`config.mk`:
```
export PLATFORM = sky130hd
export DESIGN_NAME = tta_top
export DESIGN_NICKNAME = d
export VERILOG_FILES = /design/src/design/tta_pkg.sv /design/src/design/tta_top.sv /design/src/design/tta_tick_div.sv /design/src/design/tta_unit_count.sv
export SDC_FILE = /design/constraint.sdc
export NUM_CORES = 1
export LEC_CHECK = 0
export ABC_CLOCK_PERIOD_IN_PS = 3800
export BUFFER_PORTS_ARGS = -buffer_cell sky130_fd_sc_hd__buf_2
export CORE_UTILIZATION = 57
export DETAILED_ROUTE_END_ITERATION = 7
export PLACE_DENSITY = 0.82
export SLEW_MARGIN = 0
export SYNTH_ARGS = -nofsm -noshare
export SYNTH_HDL_FRONTEND = slang
export SYNTH_SLANG_ARGS = --single-unit
```
`constraint.sdc`:
```
create_clock -name aclk -period 3.8 [get_ports aclk]
set_input_delay 0.19 -clock aclk [delete_from_list [all_inputs] [get_ports aclk]]
set_output_delay 0.19 -clock aclk [all_outputs]
set_load 0.1 [all_outputs]
```
`src/design/tta_pkg.sv`:
```
// constants and types for the transceiver turn-around timing block
package tta_pkg;

    typedef enum logic [1:0] {
        TTA_SEQ_IDLE = 2'b01,
        TTA_SEQ_WAIT = 2'b10
    } tta_seq_t;

    localparam int TTA_ADDR_W = 8;
    localparam int TTA_DATA_W = 32;

    // register indices; byte address is four times the index
    localparam logic [7:0] TTA_IDX_TURN_CFG = 8'h1A;
    localparam logic [7:0] TTA_IDX_RSVD_A = 8'h1B;
    localparam logic [7:0] TTA_IDX_RSVD_B = 8'h1C;
    localparam logic [7:0] TTA_IDX_CTRL = 8'h20;
    localparam logic [7:0] TTA_IDX_STATUS = 8'h21;

    // turn-around config fields
    localparam int TTA_WAIT_LSB = 0;
    localparam int TTA_WAIT_W = 20;
    localparam int TTA_ACK_LSB = 24;
    localparam int TTA_ACK_W = 8;
    localparam logic [31:0] TTA_CFG_MASK = 32'hFF0FFFFF;
    localparam logic [31:0] TTA_CFG_RESET = 32'h00000000;

    // control register fields
    localparam int TTA_CTRL_WAIT_EN_BIT = 0;
    localparam int TTA_CTRL_SYM_LSB = 8;
    localparam int TTA_SYM_W = 8;
    localparam logic [31:0] TTA_CTRL_MASK = 32'h0000FF01;
    localparam logic [7:0] TTA_SYM_SYS_CYCLES = 8'h7C;
    localparam logic [31:0] TTA_CTRL_RESET = {16'h0000, TTA_SYM_SYS_CYCLES, 8'h00};

    // status register fields
    localparam int TTA_STAT_WAIT_BUSY_BIT = 0;
    localparam int TTA_STAT_ACK_BUSY_BIT = 1;

    // timing
    localparam int TTA_ACLK_MHZ = 250;
    localparam int TTA_SYS_CLK_MHZ = 125;
    localparam int TTA_SYSCLK_DIV = TTA_ACLK_MHZ / TTA_SYS_CLK_MHZ;
    localparam int TTA_UNIT_SYS_CYCLES = 128;
    localparam int TTA_DIV_W = 8;

    localparam logic [1:0] TTA_RESP_OKAY = 2'b00;
    localparam logic [1:0] TTA_RESP_SLVERR = 2'b10;

endpackage

```
`src/design/tta_top.sv`:
```
// turn-around timing block with its AXI4-Lite register slave
`timescale 1ns/1ns
module tta_top (
    input wire logic aclk,
    input wire logic aresetn,
    input wire logic [tta_pkg::TTA_ADDR_W-1:0] s_axi_awaddr,
    input wire logic [2:0] s_axi_awprot,
    input wire logic s_axi_awvalid,
    output logic s_axi_awready,
    input wire logic [tta_pkg::TTA_DATA_W-1:0] s_axi_wdata,
    input wire logic [3:0] s_axi_wstrb,
    input wire logic s_axi_wvalid,
    output logic s_axi_wready,
    output logic [1:0] s_axi_bresp,
    output logic s_axi_bvalid,
    input wire logic s_axi_bready,
    input wire logic [tta_pkg::TTA_ADDR_W-1:0] s_axi_araddr,
    input wire logic [2:0] s_axi_arprot,
    input wire logic s_axi_arvalid,
    output logic s_axi_arready,
    output logic [tta_pkg::TTA_DATA_W-1:0] s_axi_rdata,
    output logic [1:0] s_axi_rresp,
    output logic s_axi_rvalid,
    input wire logic s_axi_rready,
    input wire logic tx_done,
    input wire logic frame_good,
    input wire logic frame_ack_req,
    input wire logic frame_data_or_cmd,
    output logic rx_enable,
    output logic ack_tx_start,
    output logic wait_busy,
    output logic ack_busy
);
    import tta_pkg::*;

    ////////////////////////////////////////////////////////////////////////
    // register state

    logic [31:0] cfg_r;
    logic [31:0] cfg_nxt;
    logic [31:0] ctrl_r;
    logic [31:0] ctrl_nxt;

    logic aw_held_r;
    logic aw_held_nxt;
    logic [TTA_ADDR_W-1:0] aw_addr_r;
    logic [TTA_ADDR_W-1:0] aw_addr_nxt;
    logic w_held_r;
    logic w_held_nxt;
    logic [31:0] w_data_r;
    logic [31:0] w_data_nxt;
    logic [3:0] w_strb_r;
    logic [3:0] w_strb_nxt;
    logic awready_r;
    logic awready_nxt;
    logic wready_r;
    logic wready_nxt;
    logic bvalid_r;
    logic bvalid_nxt;
    logic [1:0] bresp_r;
    logic [1:0] bresp_nxt;

    logic arready_r;
    logic arready_nxt;
    logic rvalid_r;
    logic rvalid_nxt;
    logic [31:0] rdata_r;
    logic [31:0] rdata_nxt;
    logic [1:0] rresp_r;
    logic [1:0] rresp_nxt;

    logic wr_fire;
    logic [31:0] wmask;
    logic [7:0] aw_idx;
    logic [7:0] ar_idx;
    logic [31:0] status_word;

    ////////////////////////////////////////////////////////////////////////
    // sequencer state

    tta_seq_t w_st_r;
    tta_seq_t w_st_nxt;
    tta_seq_t a_st_r;
    tta_seq_t a_st_nxt;
    logic rx_en_r;
    logic rx_en_nxt;
    logic ack_r;
    logic ack_nxt;

    logic [TTA_WAIT_W-1:0] wait_delay;
    logic [TTA_ACK_W-1:0] ack_delay;
    logic [TTA_SYM_W-1:0] sym_len;
    logic wait_en;
    logic w_load;
    logic a_load;
    logic ack_ok;
    logic sys_tick;
    logic unit_tick;
    logic sym_tick;
    logic w_done;
    logic a_done;

    assign wait_delay = cfg_r[TTA_WAIT_LSB +: TTA_WAIT_W];
    assign ack_delay = cfg_r[TTA_ACK_LSB +: TTA_ACK_W];
    assign sym_len = ctrl_r[TTA_CTRL_SYM_LSB +: TTA_SYM_W];
    assign wait_en = ctrl_r[TTA_CTRL_WAIT_EN_BIT];

    ////////////////////////////////////////////////////////////////////////
    // AXI4-Lite write channel

    assign aw_idx = {2'b00, aw_addr_r[TTA_ADDR_W-1:2]};
    assign wr_fire = aw_held_r && w_held_r && !bvalid_r;
    assign wmask = {{8{w_strb_r[3]}}, {8{w_strb_r[2]}}, {8{w_strb_r[1]}}, {8{w_strb_r[0]}}};

    always_comb begin
        aw_held_nxt = aw_held_r;
        aw_addr_nxt = aw_addr_r;
        w_held_nxt = w_held_r;
        w_data_nxt = w_data_r;
        w_strb_nxt = w_strb_r;
        bvalid_nxt = bvalid_r;
        bresp_nxt = bresp_r;
        cfg_nxt = cfg_r;
        ctrl_nxt = ctrl_r;
        if (s_axi_awvalid && awready_r) begin
            aw_held_nxt = 1'b1;
            aw_addr_nxt = s_axi_awaddr;
        end
        if (s_axi_wvalid && wready_r) begin
            w_held_nxt = 1'b1;
            w_data_nxt = s_axi_wdata;
            w_strb_nxt = s_axi_wstrb;
        end
        if (bvalid_r && s_axi_bready) begin
            bvalid_nxt = 1'b0;
        end
        if (wr_fire) begin
            aw_held_nxt = 1'b0;
            w_held_nxt = 1'b0;
            bvalid_nxt = 1'b1;
            bresp_nxt = TTA_RESP_OKAY;
            case (aw_idx)
                TTA_IDX_TURN_CFG: begin
                    cfg_nxt = ((cfg_r & ~wmask) | (w_data_r & wmask)) & TTA_CFG_MASK;
                end
                TTA_IDX_CTRL: begin
                    ctrl_nxt = ((ctrl_r & ~wmask) | (w_data_r & wmask)) & TTA_CTRL_MASK;
                end
                TTA_IDX_RSVD_A, TTA_IDX_RSVD_B, TTA_IDX_STATUS: begin
                    bresp_nxt = TTA_RESP_OKAY;
                end
                default: begin
                    bresp_nxt = TTA_RESP_SLVERR;
                end
            endcase
        end
        // one write in flight; ready drops while held or answering
        awready_nxt = !aw_held_nxt && !bvalid_nxt;
        wready_nxt = !w_held_nxt && !bvalid_nxt;
    end

    ////////////////////////////////////////////////////////////////////////
    // AXI4-Lite read channel

    assign ar_idx = {2'b00, s_axi_araddr[TTA_ADDR_W-1:2]};
    assign status_word = {30'h00000000, (a_st_r == TTA_SEQ_WAIT), (w_st_r == TTA_SEQ_WAIT)};

    always_comb begin
        rvalid_nxt = rvalid_r;
        rdata_nxt = rdata_r;
        rresp_nxt = rresp_r;
        if (rvalid_r && s_axi_rready) begin
            rvalid_nxt = 1'b0;
        end
        if (s_axi_arvalid && arready_r) begin
            rvalid_nxt = 1'b1;
            rresp_nxt = TTA_RESP_OKAY;
            case (ar_idx)
                TTA_IDX_TURN_CFG: begin
                    rdata_nxt = cfg_r;
                end
                TTA_IDX_CTRL: begin
                    rdata_nxt = ctrl_r;
                end
                TTA_IDX_STATUS: begin
                    rdata_nxt = status_word;
                end
                TTA_IDX_RSVD_A, TTA_IDX_RSVD_B: begin
                    rdata_nxt = 32'h00000000;
                end
                default: begin
                    rdata_nxt = 32'h00000000;
                    rresp_nxt = TTA_RESP_SLVERR;
                end
            endcase
        end
        arready_nxt = !rvalid_nxt;
    end

    ////////////////////////////////////////////////////////////////////////
    // time base

    tta_tick_div #(.W(TTA_DIV_W)) u_sys_div (
        .aclk(aclk),
        .aresetn(aresetn),
        .clr(1'b0),
        .en(1'b1),
        .period(TTA_DIV_W'(TTA_SYSCLK_DIV)),
        .tick(sys_tick)
    );

    // unit of 128 system clocks, restarted on load
    tta_tick_div #(.W(TTA_DIV_W)) u_unit_div (
        .aclk(aclk),
        .aresetn(aresetn),
        .clr(w_load),
        .en(sys_tick),
        .period(TTA_DIV_W'(TTA_UNIT_SYS_CYCLES)),
        .tick(unit_tick)
    );

    tta_tick_div #(.W(TTA_DIV_W)) u_sym_div (
        .aclk(aclk),
        .aresetn(aresetn),
        .clr(a_load),
        .en(sys_tick),
        .period(sym_len),
        .tick(sym_tick)
    );

    tta_unit_count #(.W(TTA_WAIT_W)) u_wait_cnt (
        .aclk(aclk),
        .aresetn(aresetn),
        .load(w_load),
        .load_val(wait_delay),
        .tick(unit_tick),
        .done(w_done)
    );

    tta_unit_count #(.W(TTA_ACK_W)) u_ack_cnt (
        .aclk(aclk),
        .aresetn(aresetn),
        .load(a_load),
        .load_val(ack_delay),
        .tick(sym_tick),
        .done(a_done)
    );

    ////////////////////////////////////////////////////////////////////////
    // sequencers

    // only filtered frames that ask for one
    assign ack_ok = frame_good && frame_ack_req && frame_data_or_cmd;

    always_comb begin
        w_st_nxt = w_st_r;
        rx_en_nxt = 1'b0;
        w_load = 1'b0;
        case (w_st_r)
            TTA_SEQ_IDLE: begin
                // gated by the wait enable bit
                if (tx_done && wait_en) begin
                    if (wait_delay == '0) begin
                        rx_en_nxt = 1'b1;
                    end else begin
                        w_load = 1'b1;
                        w_st_nxt = TTA_SEQ_WAIT;
                    end
                end
            end
            TTA_SEQ_WAIT: begin
                if (w_done) begin
                    rx_en_nxt = 1'b1;
                    w_st_nxt = TTA_SEQ_IDLE;
                end
            end
            default: begin
                w_st_nxt = TTA_SEQ_IDLE;
            end
        endcase
    end

    // a second good frame while waiting is ignored; the first ack owns the slot
    always_comb begin
        a_st_nxt = a_st_r;
        ack_nxt = 1'b0;
        a_load = 1'b0;
        case (a_st_r)
            TTA_SEQ_IDLE: begin
                if (ack_ok) begin
                    if (ack_delay == '0) begin
                        ack_nxt = 1'b1;
                    end else begin
                        a_load = 1'b1;
                        a_st_nxt = TTA_SEQ_WAIT;
                    end
                end
            end
            TTA_SEQ_WAIT: begin
                if (a_done) begin
                    ack_nxt = 1'b1;
                    a_st_nxt = TTA_SEQ_IDLE;
                end
            end
            default: begin
                a_st_nxt = TTA_SEQ_IDLE;
            end
        endcase
    end

    ////////////////////////////////////////////////////////////////////////
    // registers

    always_ff @(posedge aclk) begin
        if (!aresetn) begin
            cfg_r <= TTA_CFG_RESET;
            ctrl_r <= TTA_CTRL_RESET;
            aw_held_r <= 1'b0;
            aw_addr_r <= '0;
            w_held_r <= 1'b0;
            w_data_r <= 32'h00000000;
            w_strb_r <= 4'h0;
            awready_r <= 1'b0;
            wready_r <= 1'b0;
            bvalid_r <= 1'b0;
            bresp_r <= TTA_RESP_OKAY;
            arready_r <= 1'b0;
            rvalid_r <= 1'b0;
            rdata_r <= 32'h00000000;
            rresp_r <= TTA_RESP_OKAY;
            w_st_r <= TTA_SEQ_IDLE;
            a_st_r <= TTA_SEQ_IDLE;
            rx_en_r <= 1'b0;
            ack_r <= 1'b0;
        end else begin
            cfg_r <= cfg_nxt;
            ctrl_r <= ctrl_nxt;
            aw_held_r <= aw_held_nxt;
            aw_addr_r <= aw_addr_nxt;
            w_held_r <= w_held_nxt;
            w_data_r <= w_data_nxt;
            w_strb_r <= w_strb_nxt;
            awready_r <= awready_nxt;
            wready_r <= wready_nxt;
            bvalid_r <= bvalid_nxt;
            bresp_r <= bresp_nxt;
            arready_r <= arready_nxt;
            rvalid_r <= rvalid_nxt;
            rdata_r <= rdata_nxt;
            rresp_r <= rresp_nxt;
            w_st_r <= w_st_nxt;
            a_st_r <= a_st_nxt;
            rx_en_r <= rx_en_nxt;
            ack_r <= ack_nxt;
        end
    end

    assign s_axi_awready = awready_r;
    assign s_axi_wready = wready_r;
    assign s_axi_bvalid = bvalid_r;
    assign s_axi_bresp = bresp_r;
    assign s_axi_arready = arready_r;
    assign s_axi_rvalid = rvalid_r;
    assign s_axi_rdata = rdata_r;
    assign s_axi_rresp = rresp_r;
    assign rx_enable = rx_en_r;
    assign ack_tx_start = ack_r;
    assign wait_busy = w_st_r[1];
    assign ack_busy = a_st_r[1];
endmodule

```
`src/design/tta_tick_div.sv`:
```
// enable divider: one tick every period enables, restartable
`timescale 1ns/1ns
module tta_tick_div #(
    parameter int W = 8
) (
    input wire logic aclk,
    input wire logic aresetn,
    input wire logic clr,
    input wire logic en,
    input wire logic [W-1:0] period,
    output logic tick
);
    logic [W-1:0] cnt_r;
    logic [W-1:0] cnt_nxt;
    logic last;

    // a period of zero or one ticks on every enable
    assign last = (period <= W'(1)) || (cnt_r >= period - W'(1));
    assign tick = en && last && !clr;

    always_comb begin
        cnt_nxt = cnt_r;
        if (clr) begin
            cnt_nxt = '0;
        end else if (en) begin
            cnt_nxt = last ? '0 : cnt_r + W'(1);
        end
    end

    always_ff @(posedge aclk) begin
        if (!aresetn) begin
            cnt_r <= '0;
        end else begin
            cnt_r <= cnt_nxt;
        end
    end
endmodule

```
`src/design/tta_unit_count.sv`:
```
// loadable down counter of delay units
`timescale 1ns/1ns
module tta_unit_count #(
    parameter int W = 20
) (
    input wire logic aclk,
    input wire logic aresetn,
    input wire logic load,
    input wire logic [W-1:0] load_val,
    input wire logic tick,
    output logic done
);
    logic [W-1:0] cnt_r;
    logic [W-1:0] cnt_nxt;

    assign done = tick && !load && (cnt_r == W'(1));

    always_comb begin
        cnt_nxt = cnt_r;
        if (load) begin
            cnt_nxt = load_val;
        end else if (tick && cnt_r != '0) begin
            cnt_nxt = cnt_r - W'(1);
        end
    end

    always_ff @(posedge aclk) begin
        if (!aresetn) begin
            cnt_r <= '0;
        end else begin
            cnt_r <= cnt_nxt;
        end
    end
endmodule

```
==> Flow_metrics.wiki, run 1 <==
{| class="wikitable"
! Metric !! Value
|-
| Area growth from synthesis to final layout || 17.4%
|-
| Post-cts repair resize count || 0
|-
| Number of pins with negative max-slew slack in the final report || 0
|-
| Transition time at the pin with the least slew margin || 1040 ps
|-
| Worst setup SP type || flop
|-
| Number of enable-type register cells in the synthesized netlist || 0
|-
| Width of the chip || around 120 um
|-
| Critical path's top delay family || compound AO/OA/AOI/OAI gates
|-
| Sequential fraction of the synthesis area || 0.450
|-
| Cell with the biggest individual delay on the critical path || sky130_fd_sc_hd__o211ai_1
|-
| Synth async-reset ratio || 0
|-
| Detailed Route WL || around 19 mm
|-
| Number of standard cells after synthesis || slightly above 900
|-
| Leakage dissipation || between 3 and 4 nW
|-
| Leading post-synthesis cells by instance count || 170 x sky130_fd_sc_hd__dfxtp_1, 154 x sky130_fd_sc_hd__nand2_1, 108 x sky130_fd_sc_hd__a21oi_1
|-
| Period utilisation layout || 0.834
|-
| Dominant cells by area after synthesis || sky130_fd_sc_hd__dfxtp_1 45%, sky130_fd_sc_hd__nand2_1 7.6%, sky130_fd_sc_hd__a21oi_1 7.1%, sky130_fd_sc_hd__nand3_1 4.6%, sky130_fd_sc_hd__ha_1 3.8%
|-
| Outcome || completed
|-
| Worst-path clk slew || 70 ps
|-
| Number of maximum-capacitance constraint violations || 0
|-
| Clock tree from TritonCTS || done
|-
| Cells traversed along the worst timing path || or4_1 -> nor4_1 -> xnor2_1 -> ha_1 -> nand2_1 -> a211o_1 -> o211ai_1 -> a21o_1 -> o211ai_1
|-
| Number of register bits inferred by synthesis || 170
|-
| Unique masters post-synth || 62
|-
| Number of synthesis warnings || 0
|-
| Count of final hold-check violations || 0
|-
| Number of antenna violations at the first check in global routing || 0
|-
| DR vias || approximately 6.9k
|-
| Type of the most critical hold path || in2reg
|-
| Largest net degree at the start of global routing || 73
|-
| Critical path buffers and inverters || 0
|-
| Number of iterations in the first detailed-routing pass || 6
|-
| Met1 capacity usage during global routing || 0.397
|-
| Hpwl dp || roughly 13 mm
|-
| Highest fanout seen on the critical path || 9
|-
| Tot GR Track Use || 0.287
|-
| Area of the placeable core || ~13000 um^2
|-
| Portion of synthesized cell area occupied by the leading cell type || 0.450
|-
| Routability congestion estimate || between 0.8 and 0.9
|-
| Remaining antenna violation count || 0
|-
| Delay of the slowest cell on the worst path || roughly 580 ps
|-
| Post CTS Setup Buffer Count || 0
|-
| Remaining global-route overflow || 0
|-
| Data arrival time of the worst path || around 3500 ps
|-
| Setup Crit Path Kind || reg2reg
|-
| Number of endpoints failing setup at the final stage || 0
|-
| Start point of the worst min-delay path || s_axi_awaddr[6]
|-
| Setup repair after global routing missed its margin || false
|-
| Routing layer with the top usage in global route || met2
|-
| Highest ir drop seen on vdd || 0.000285 V
|-
| Insertion delay of the later-clocked pin in the worst-skew pair || around 430 ps
|-
| Cell area reported after detailed placement || 8130 um^2
|-
| Post-synth top flop || sky130_fd_sc_hd__dfxtp_1
|-
| Maximum clock frequency || 316 MHz
|-
| Number of port buffers || a little over 90
|-
| Vias in the first global route || roughly 6.2k
|-
| Share of post-route cells with drive strength above 1 || 0.143
|-
| Drt initial violations || a little over 500
|-
| Initial standard-cell utilization of the core || 0.592
|-
| Kind of capture point of the worst setup path || flop
|-
| Total non-filler cell area in the finished layout || between 8000 and 9000 um^2
|-
| Post-route clock skew || 8.68 ps
|-
| Number of placed I/O pins || roughly 110
|-
| Antenna cells || 0
|-
| Die height || approximately 120 um
|-
| Clock root buffer master || sky130_fd_sc_hd__clkbuf_16
|-
| DRC violation count after routing || 0
|-
| Met2 global-route usage || 0.442
|-
| Max-Slew Margin vs Limit || 0.301
|-
| Cell with the most instances after synthesis || sky130_fd_sc_hd__dfxtp_1
|-
| Number of vias per cell || around 5.8
|-
| Sinks on the clock net || 170
|-
| Die Footprint || ~14000 um^2
|-
| Cell type with the highest aggregate area in the netlist || sky130_fd_sc_hd__dfxtp_1
|-
| Power density relative to cell area || ~430 nW/um^2
|-
| Met3 Usage GRT || 0.0659
|-
| Post-Synthesis Cell Area || between 7000 and 8000 um^2
|-
| CP most frequent cell || sky130_fd_sc_hd__o211ai_1
|-
| Setup Total Neg Slack || 0 ps
|-
| Number of core rows || 41
|-
| Final critical-path required period || around 3200 ps
|-
| Num CTS Buffers || 17
|-
| Mapped Avg Cell Area || a little over 8 um^2
|-
| Final net count || about 1.1k
|-
| Per-cell routed wire length || between 15 and 20 um
|-
| Required time of the worst setup path || about 4000 ps
|-
| Number of H-tree branching levels || 4
|-
| First-pass GRT wire length || around 30 mm
|-
| Clock Path Buffers || 2
|}
-- final timing paths --
check                        to  slack, ps  cells after the start
max reg2reg  u_ack_cnt.cnt_r[5]        630                      9
max          u_ack_cnt.cnt_r[5]        630                      9
min                aw_addr_r[6]          4                      3
min reg2reg     s_axi_rdata[31]        450                      2
-- repair_timing --
action / CTS / global route
hold buffers: 17 / 0
endpoints found under the hold margin: 17 / 0
setup endpoints to repair: 0 / 0
-- where the power goes --
| group | switching [mW] | internal [mW] | total, mW |
|---|---|---|---|
| Combinational | 0.186 | 0.0785 | 0.264 |
| Sequential | 0.0334 | 1.82 | 1.85 |
| Clock | 0.736 | 0.990 | 1.73 |
| Total | 0.955 | 2.89 | 3.84 |
-- area by class of cell --
| type | count | area (um^2) |
|---|---|---|
| fillers | 1020 | 3890 |
| multi-input cells | 688 | 3880 |
| flip-flops and latches | 170 | 3400 |
| repair buffers | 121 | 731 |
| clock buffers | 19 | 443 |
| well taps | 172 | 215 |
| clock inverters | 13 | 141 |
| inverters | 19 | 71.3 |
-- layer usage --
metal	share of wire	vias to the layer above
met4	0.016	0
met2	0.45	206
li1	-	3488
met1	0.46	3217
met5	0	-
met3	0.068	25
-- through the flow --
step	total power [mW]	util	hold WS, ps	std cells	setup WS (ps)
2_1_floorplan	2.07	-	326	939	1010
3_3_place_gp	2.13	0.636	435	1153	730
6_report	3.84	0.695	4.26	1202	632
4_1_cts	3.84	0.695	0.224	1202	663
3_5_place_dp	2.14	0.636	437	1153	708
5_1_grt	3.96	0.695	2.07	1202	447
-- cells in the final DEF, fill, tap and decap left out, drive strengths merged, types with 19 or more instances in the layout --
cell type  Yosys  layout
nor2          56      56
nand2        154     154
buf           17     104
dfxtp        170     170
clkbuf        45      19
o21ai         43      43
ha            23      23
a21oi        108     108
inv           19      23
nand3         69      69
-- tightest hold or removal path: cells and delay by family --
family | cells | cell delay [ps]
AOI/OAI and AO/OA | 1 | 50
and+or+nand+nor | 1 | 50
buffers and inverters | 1 | 90
-- cell families after synthesis --
logic type               Yosys count  share of synthesized area
AO/OA/AOI/OAI                    228                      0.179
multiplexers                       4                    0.00546
buffers and inverters             81                     0.0445
flip-flops                       170                      0.450
adder cells (fa/ha/maj)           23                     0.0380
other                              1                   0.000496
AND/OR/NAND/NOR                  402                      0.260
XOR/XNOR                          20                     0.0232
No activity file was read; power rests on OpenSTA's default activity.
==> run 2: changes to the inputs <==
- ABC_CLOCK_PERIOD_IN_PS: 3800 -> 3190
- clock period: 3.8 -> 3.19 ns (I/O delays scaled with it)
==> Flow_metrics.wiki, run 2 (synthesis gave the netlist of run 1 again) <==
{| class="wikitable"
! Metric !! Value
|-
| Outcome || completed
|-
| Reg area || 3400 um^2 (unchanged)
|-
| Per-cell routed wire length || 16.2 um (+4.5%)
|-
| Sinks on the clock net || 170 (unchanged)
|-
| Post-layout util || 0.716 (+0.0211)
|-
| Cells traversed along the worst timing path || or4_1 -> nor4_2 -> xnor2_1 -> ha_1 -> nand2_1 -> a211o_1 -> o211a_1 -> or4_1 -> a31oi_1
|-
| Num CTS Buffers || 17 (unchanged)
|-
| Setup Crit Path Kind || reg2reg
|-
| Post CTS Setup Buffer Count || 0 (unchanged)
|-
| Transition time at the pin with the least slew margin || 1160 ps (+117 ps)
|-
| Setup repair after global routing missed its margin || false
|-
| Final-layout fill cell count || 935 (-8.3%)
|-
| Total design power || 4.70 mW (+22%)
|-
| Cells after DPL || 1159 (+0.52%)
|-
| Cell area reported after detailed placement || 8170 um^2 (+0.55%)
|-
| Share of post-route cells with drive strength above 1 || 0.144 (+0.00136)
|-
| Setup Total Neg Slack || 0 ps (unchanged)
|-
| Most common cell after layout, fill and taps aside || sky130_fd_sc_hd__dfxtp_1
|-
| Antenna cells || 0 (unchanged)
|-
| Clock network fraction of design power || 0.457 (+0.008)
|-
| PnR worst setup slack || 198 ps (-434 ps)
|-
| Remaining global-route overflow || 0 (unchanged)
|-
| DRC violation count after routing || 0 (unchanged)
|-
| Number of endpoints failing setup at the final stage || 0 (unchanged)
|-
| Sequential cell fraction of total power || 0.470 (-0.012)
|-
| Delay of the slowest cell on the worst path || 600 ps (+20 ps)
|-
| Detailed Route WL || 19.8 mm (+6.7%)
|-
| Max-Slew Margin vs Limit || 0.227 (-0.0744)
|-
| Die height || 117 um (unchanged)
|-
| Cell with the biggest individual delay on the critical path || sky130_fd_sc_hd__or4_1
|-
| Final net count || 1134 (+2.3%)
|-
| Required time of the worst setup path || 3550 ps (-560 ps)
|-
| Highest fanout seen on the critical path || 11 (+2)
|-
| Number of maximum-capacitance constraint violations || 0 (unchanged)
|-
| Vias in the first global route || 6594 (+5.6%)
|-
| Remaining antenna violation count || 0 (unchanged)
|-
| Number of port buffers || 93 (unchanged)
|-
| Logic pwr share || 0.073 (+0.004)
|-
| Worst hold margin || 3.04 ps (-1.22 ps)
|-
| Drt initial violations || 601 (+17%)
|-
| Multi-input logic area || 3880 um^2 (+0.16%)
|-
| Highest-count cells in the layout ignoring fill and taps || 170 x sky130_fd_sc_hd__dfxtp_1, 154 x sky130_fd_sc_hd__nand2_1, 108 x sky130_fd_sc_hd__a21oi_1
|-
| Final critical-path required period || 2990 ps (-176 ps)
|-
| Worst-path clk slew || 70 ps (about the same)
|-
| Post-route non-filler standard cell count || 1227 (+2.1%)
|-
| Worst setup SP type || flop
|-
| Tot GR Track Use || 0.311 (+0.0236)
|-
| Period utilisation layout || 0.938 (+0.104)
|-
| Total non-filler cell area in the finished layout || 9150 um^2 (+3.0%)
|-
| Width of the chip || 117 um (unchanged)
|-
| Highest ir drop seen on vdd || 0.000440 V (+54%)
|-
| Power density relative to cell area || 513 nW/um^2 (+19%)
|-
| Total net switching power || 1.15 mW (+20%)
|-
| Routability congestion estimate || 0.897 (+2.4%)
|-
| Kind of capture point of the worst setup path || flop
|-
| Clock tree from TritonCTS || done
|-
| First-pass GRT wire length || 32.7 mm (+7.4%)
|-
| Number of pins with negative max-slew slack in the final report || 0 (unchanged)
|-
| CP most frequent cell || sky130_fd_sc_hd__or4_1
|-
| Switching fraction of total power || 0.245 (-0.00381)
|-
| Insertion delay of the later-clocked pin in the worst-skew pair || 440 ps (about the same)
|-
| Number of vias per cell || 5.89 (+2.0%)
|-
| Maximum clock frequency || 334 MHz (+5.9%)
|-
| Number of iterations in the first detailed-routing pass || 5 (-1)
|-
| Post-route clock skew || 10.8 ps (+2.14 ps)
|-
| Count of final hold-check violations || 0 (unchanged)
|-
| Number of H-tree branching levels || 4 (unchanged)
|-
| Clock root buffer master || sky130_fd_sc_hd__clkbuf_16
|-
| Power Internal || 3.55 mW (+23%)
|-
| Number of placed I/O pins || 114 (unchanged)
|-
| Hpwl dp || 12.9 mm (+1.1%)
|-
| Leakage dissipation || 3.58 nW (+3.7%)
|-
| Number of core rows || 41 (unchanged)
|-
| Die Footprint || 13700 um^2 (unchanged)
|-
| Initial standard-cell utilization of the core || 0.592 (unchanged)
|-
| Clock Path Buffers || 2 (unchanged)
|-
| DR vias || 7222 (+4.1%)
|-
| Data arrival time of the worst path || 3350 ps (-130 ps)
|-
| Setup WS pre-CTS || 184 ps (-524 ps)
|-
| Largest net degree at the start of global routing || 46 (-37%)
|-
| Area growth from synthesis to final layout || 21.0%
|-
| Number of antenna violations at the first check in global routing || 0 (unchanged)
|-
| Type of the most critical hold path || in2reg
|-
| Area of the placeable core || 12800 um^2 (unchanged)
|}
## run 2: cell count changes in the layout (fill, tap and decap cells not counted), sizes merged
cell         before  now
buf             104  110
bufinv            2    3
clkbuf           19   21
clkinv            4    5
clkinvlp          3    0
dlygate4sd3      17   36
inv              23   22
## run 2: power groups by stage
| stage | Combinational (mW) | Sequential, mW | Clock (mW) |
|---|---|---|---|
| 2_1_floorplan | 0.176 | 2.29 | 0 |
| 3_3_place_gp | 0.293 | 2.25 | 0 |
| 3_5_place_dp | 0.299 | 2.25 | 0 |
| 4_1_cts | 0.334 | 2.21 | 2.15 |
| 5_1_grt | 0.371 | 2.21 | 2.25 |
| 6_report | 0.343 | 2.21 | 2.15 |
## run 2: path summary, 6_finish.rpt
| kind | start | slack [ps] | end | cells past startpoint |
|---|---|---|---|---|
| setup / recovery | flop | 200 | u_ack_cnt.cnt_r[4] | 9 |
| hold / removal | s_axi_wdata[9] | 3 | w_data_r[9] | 3 |
| setup reg to reg | flop | 200 | u_ack_cnt.cnt_r[4] | 9 |
| hold reg to reg | s_axi_rdata[17] | 450 | s_axi_rdata[17] | 2 |
## run 2: layer usage
layer,global-route usage,vias up,share of wire
met1,0.407,3353,0.44
met4,0.103,0,0.016
li1,-,3551,-
met3,0.0716,32,0.069
met2,0.508,286,0.47
met5,0,-,0
## run 2: critical path: cells and delay by family, from the launching register on
family | cells | cell delay [ps]
XOR/XNOR | 1 | 100
AO/OA/AOI/OAI | 3 | 740
flip-flops | 1 | 360
adder cells (fa/ha/maj) | 1 | 290
AND/OR/NAND/NOR | 4 | 1410
## run 2: area by class of cell
| cell class | instances | area share |
|---|---|---|
| inverter | 19 | 0.00779 |
| sequential | 170 | 0.372 |
| clock inverter | 11 | 0.0176 |
| timing repair buffer | 146 | 0.106 |
| tap | 172 | 0.0235 |
| multi-input combinational | 688 | 0.424 |
| clock buffer | 21 | 0.0492 |
## run 2: repair_timing
action,in CTS,in global routing
gates resized for setup,0,1
endpoints found under the setup margin,0,1
hold buffers,36,0
endpoints found under the hold margin,36,0
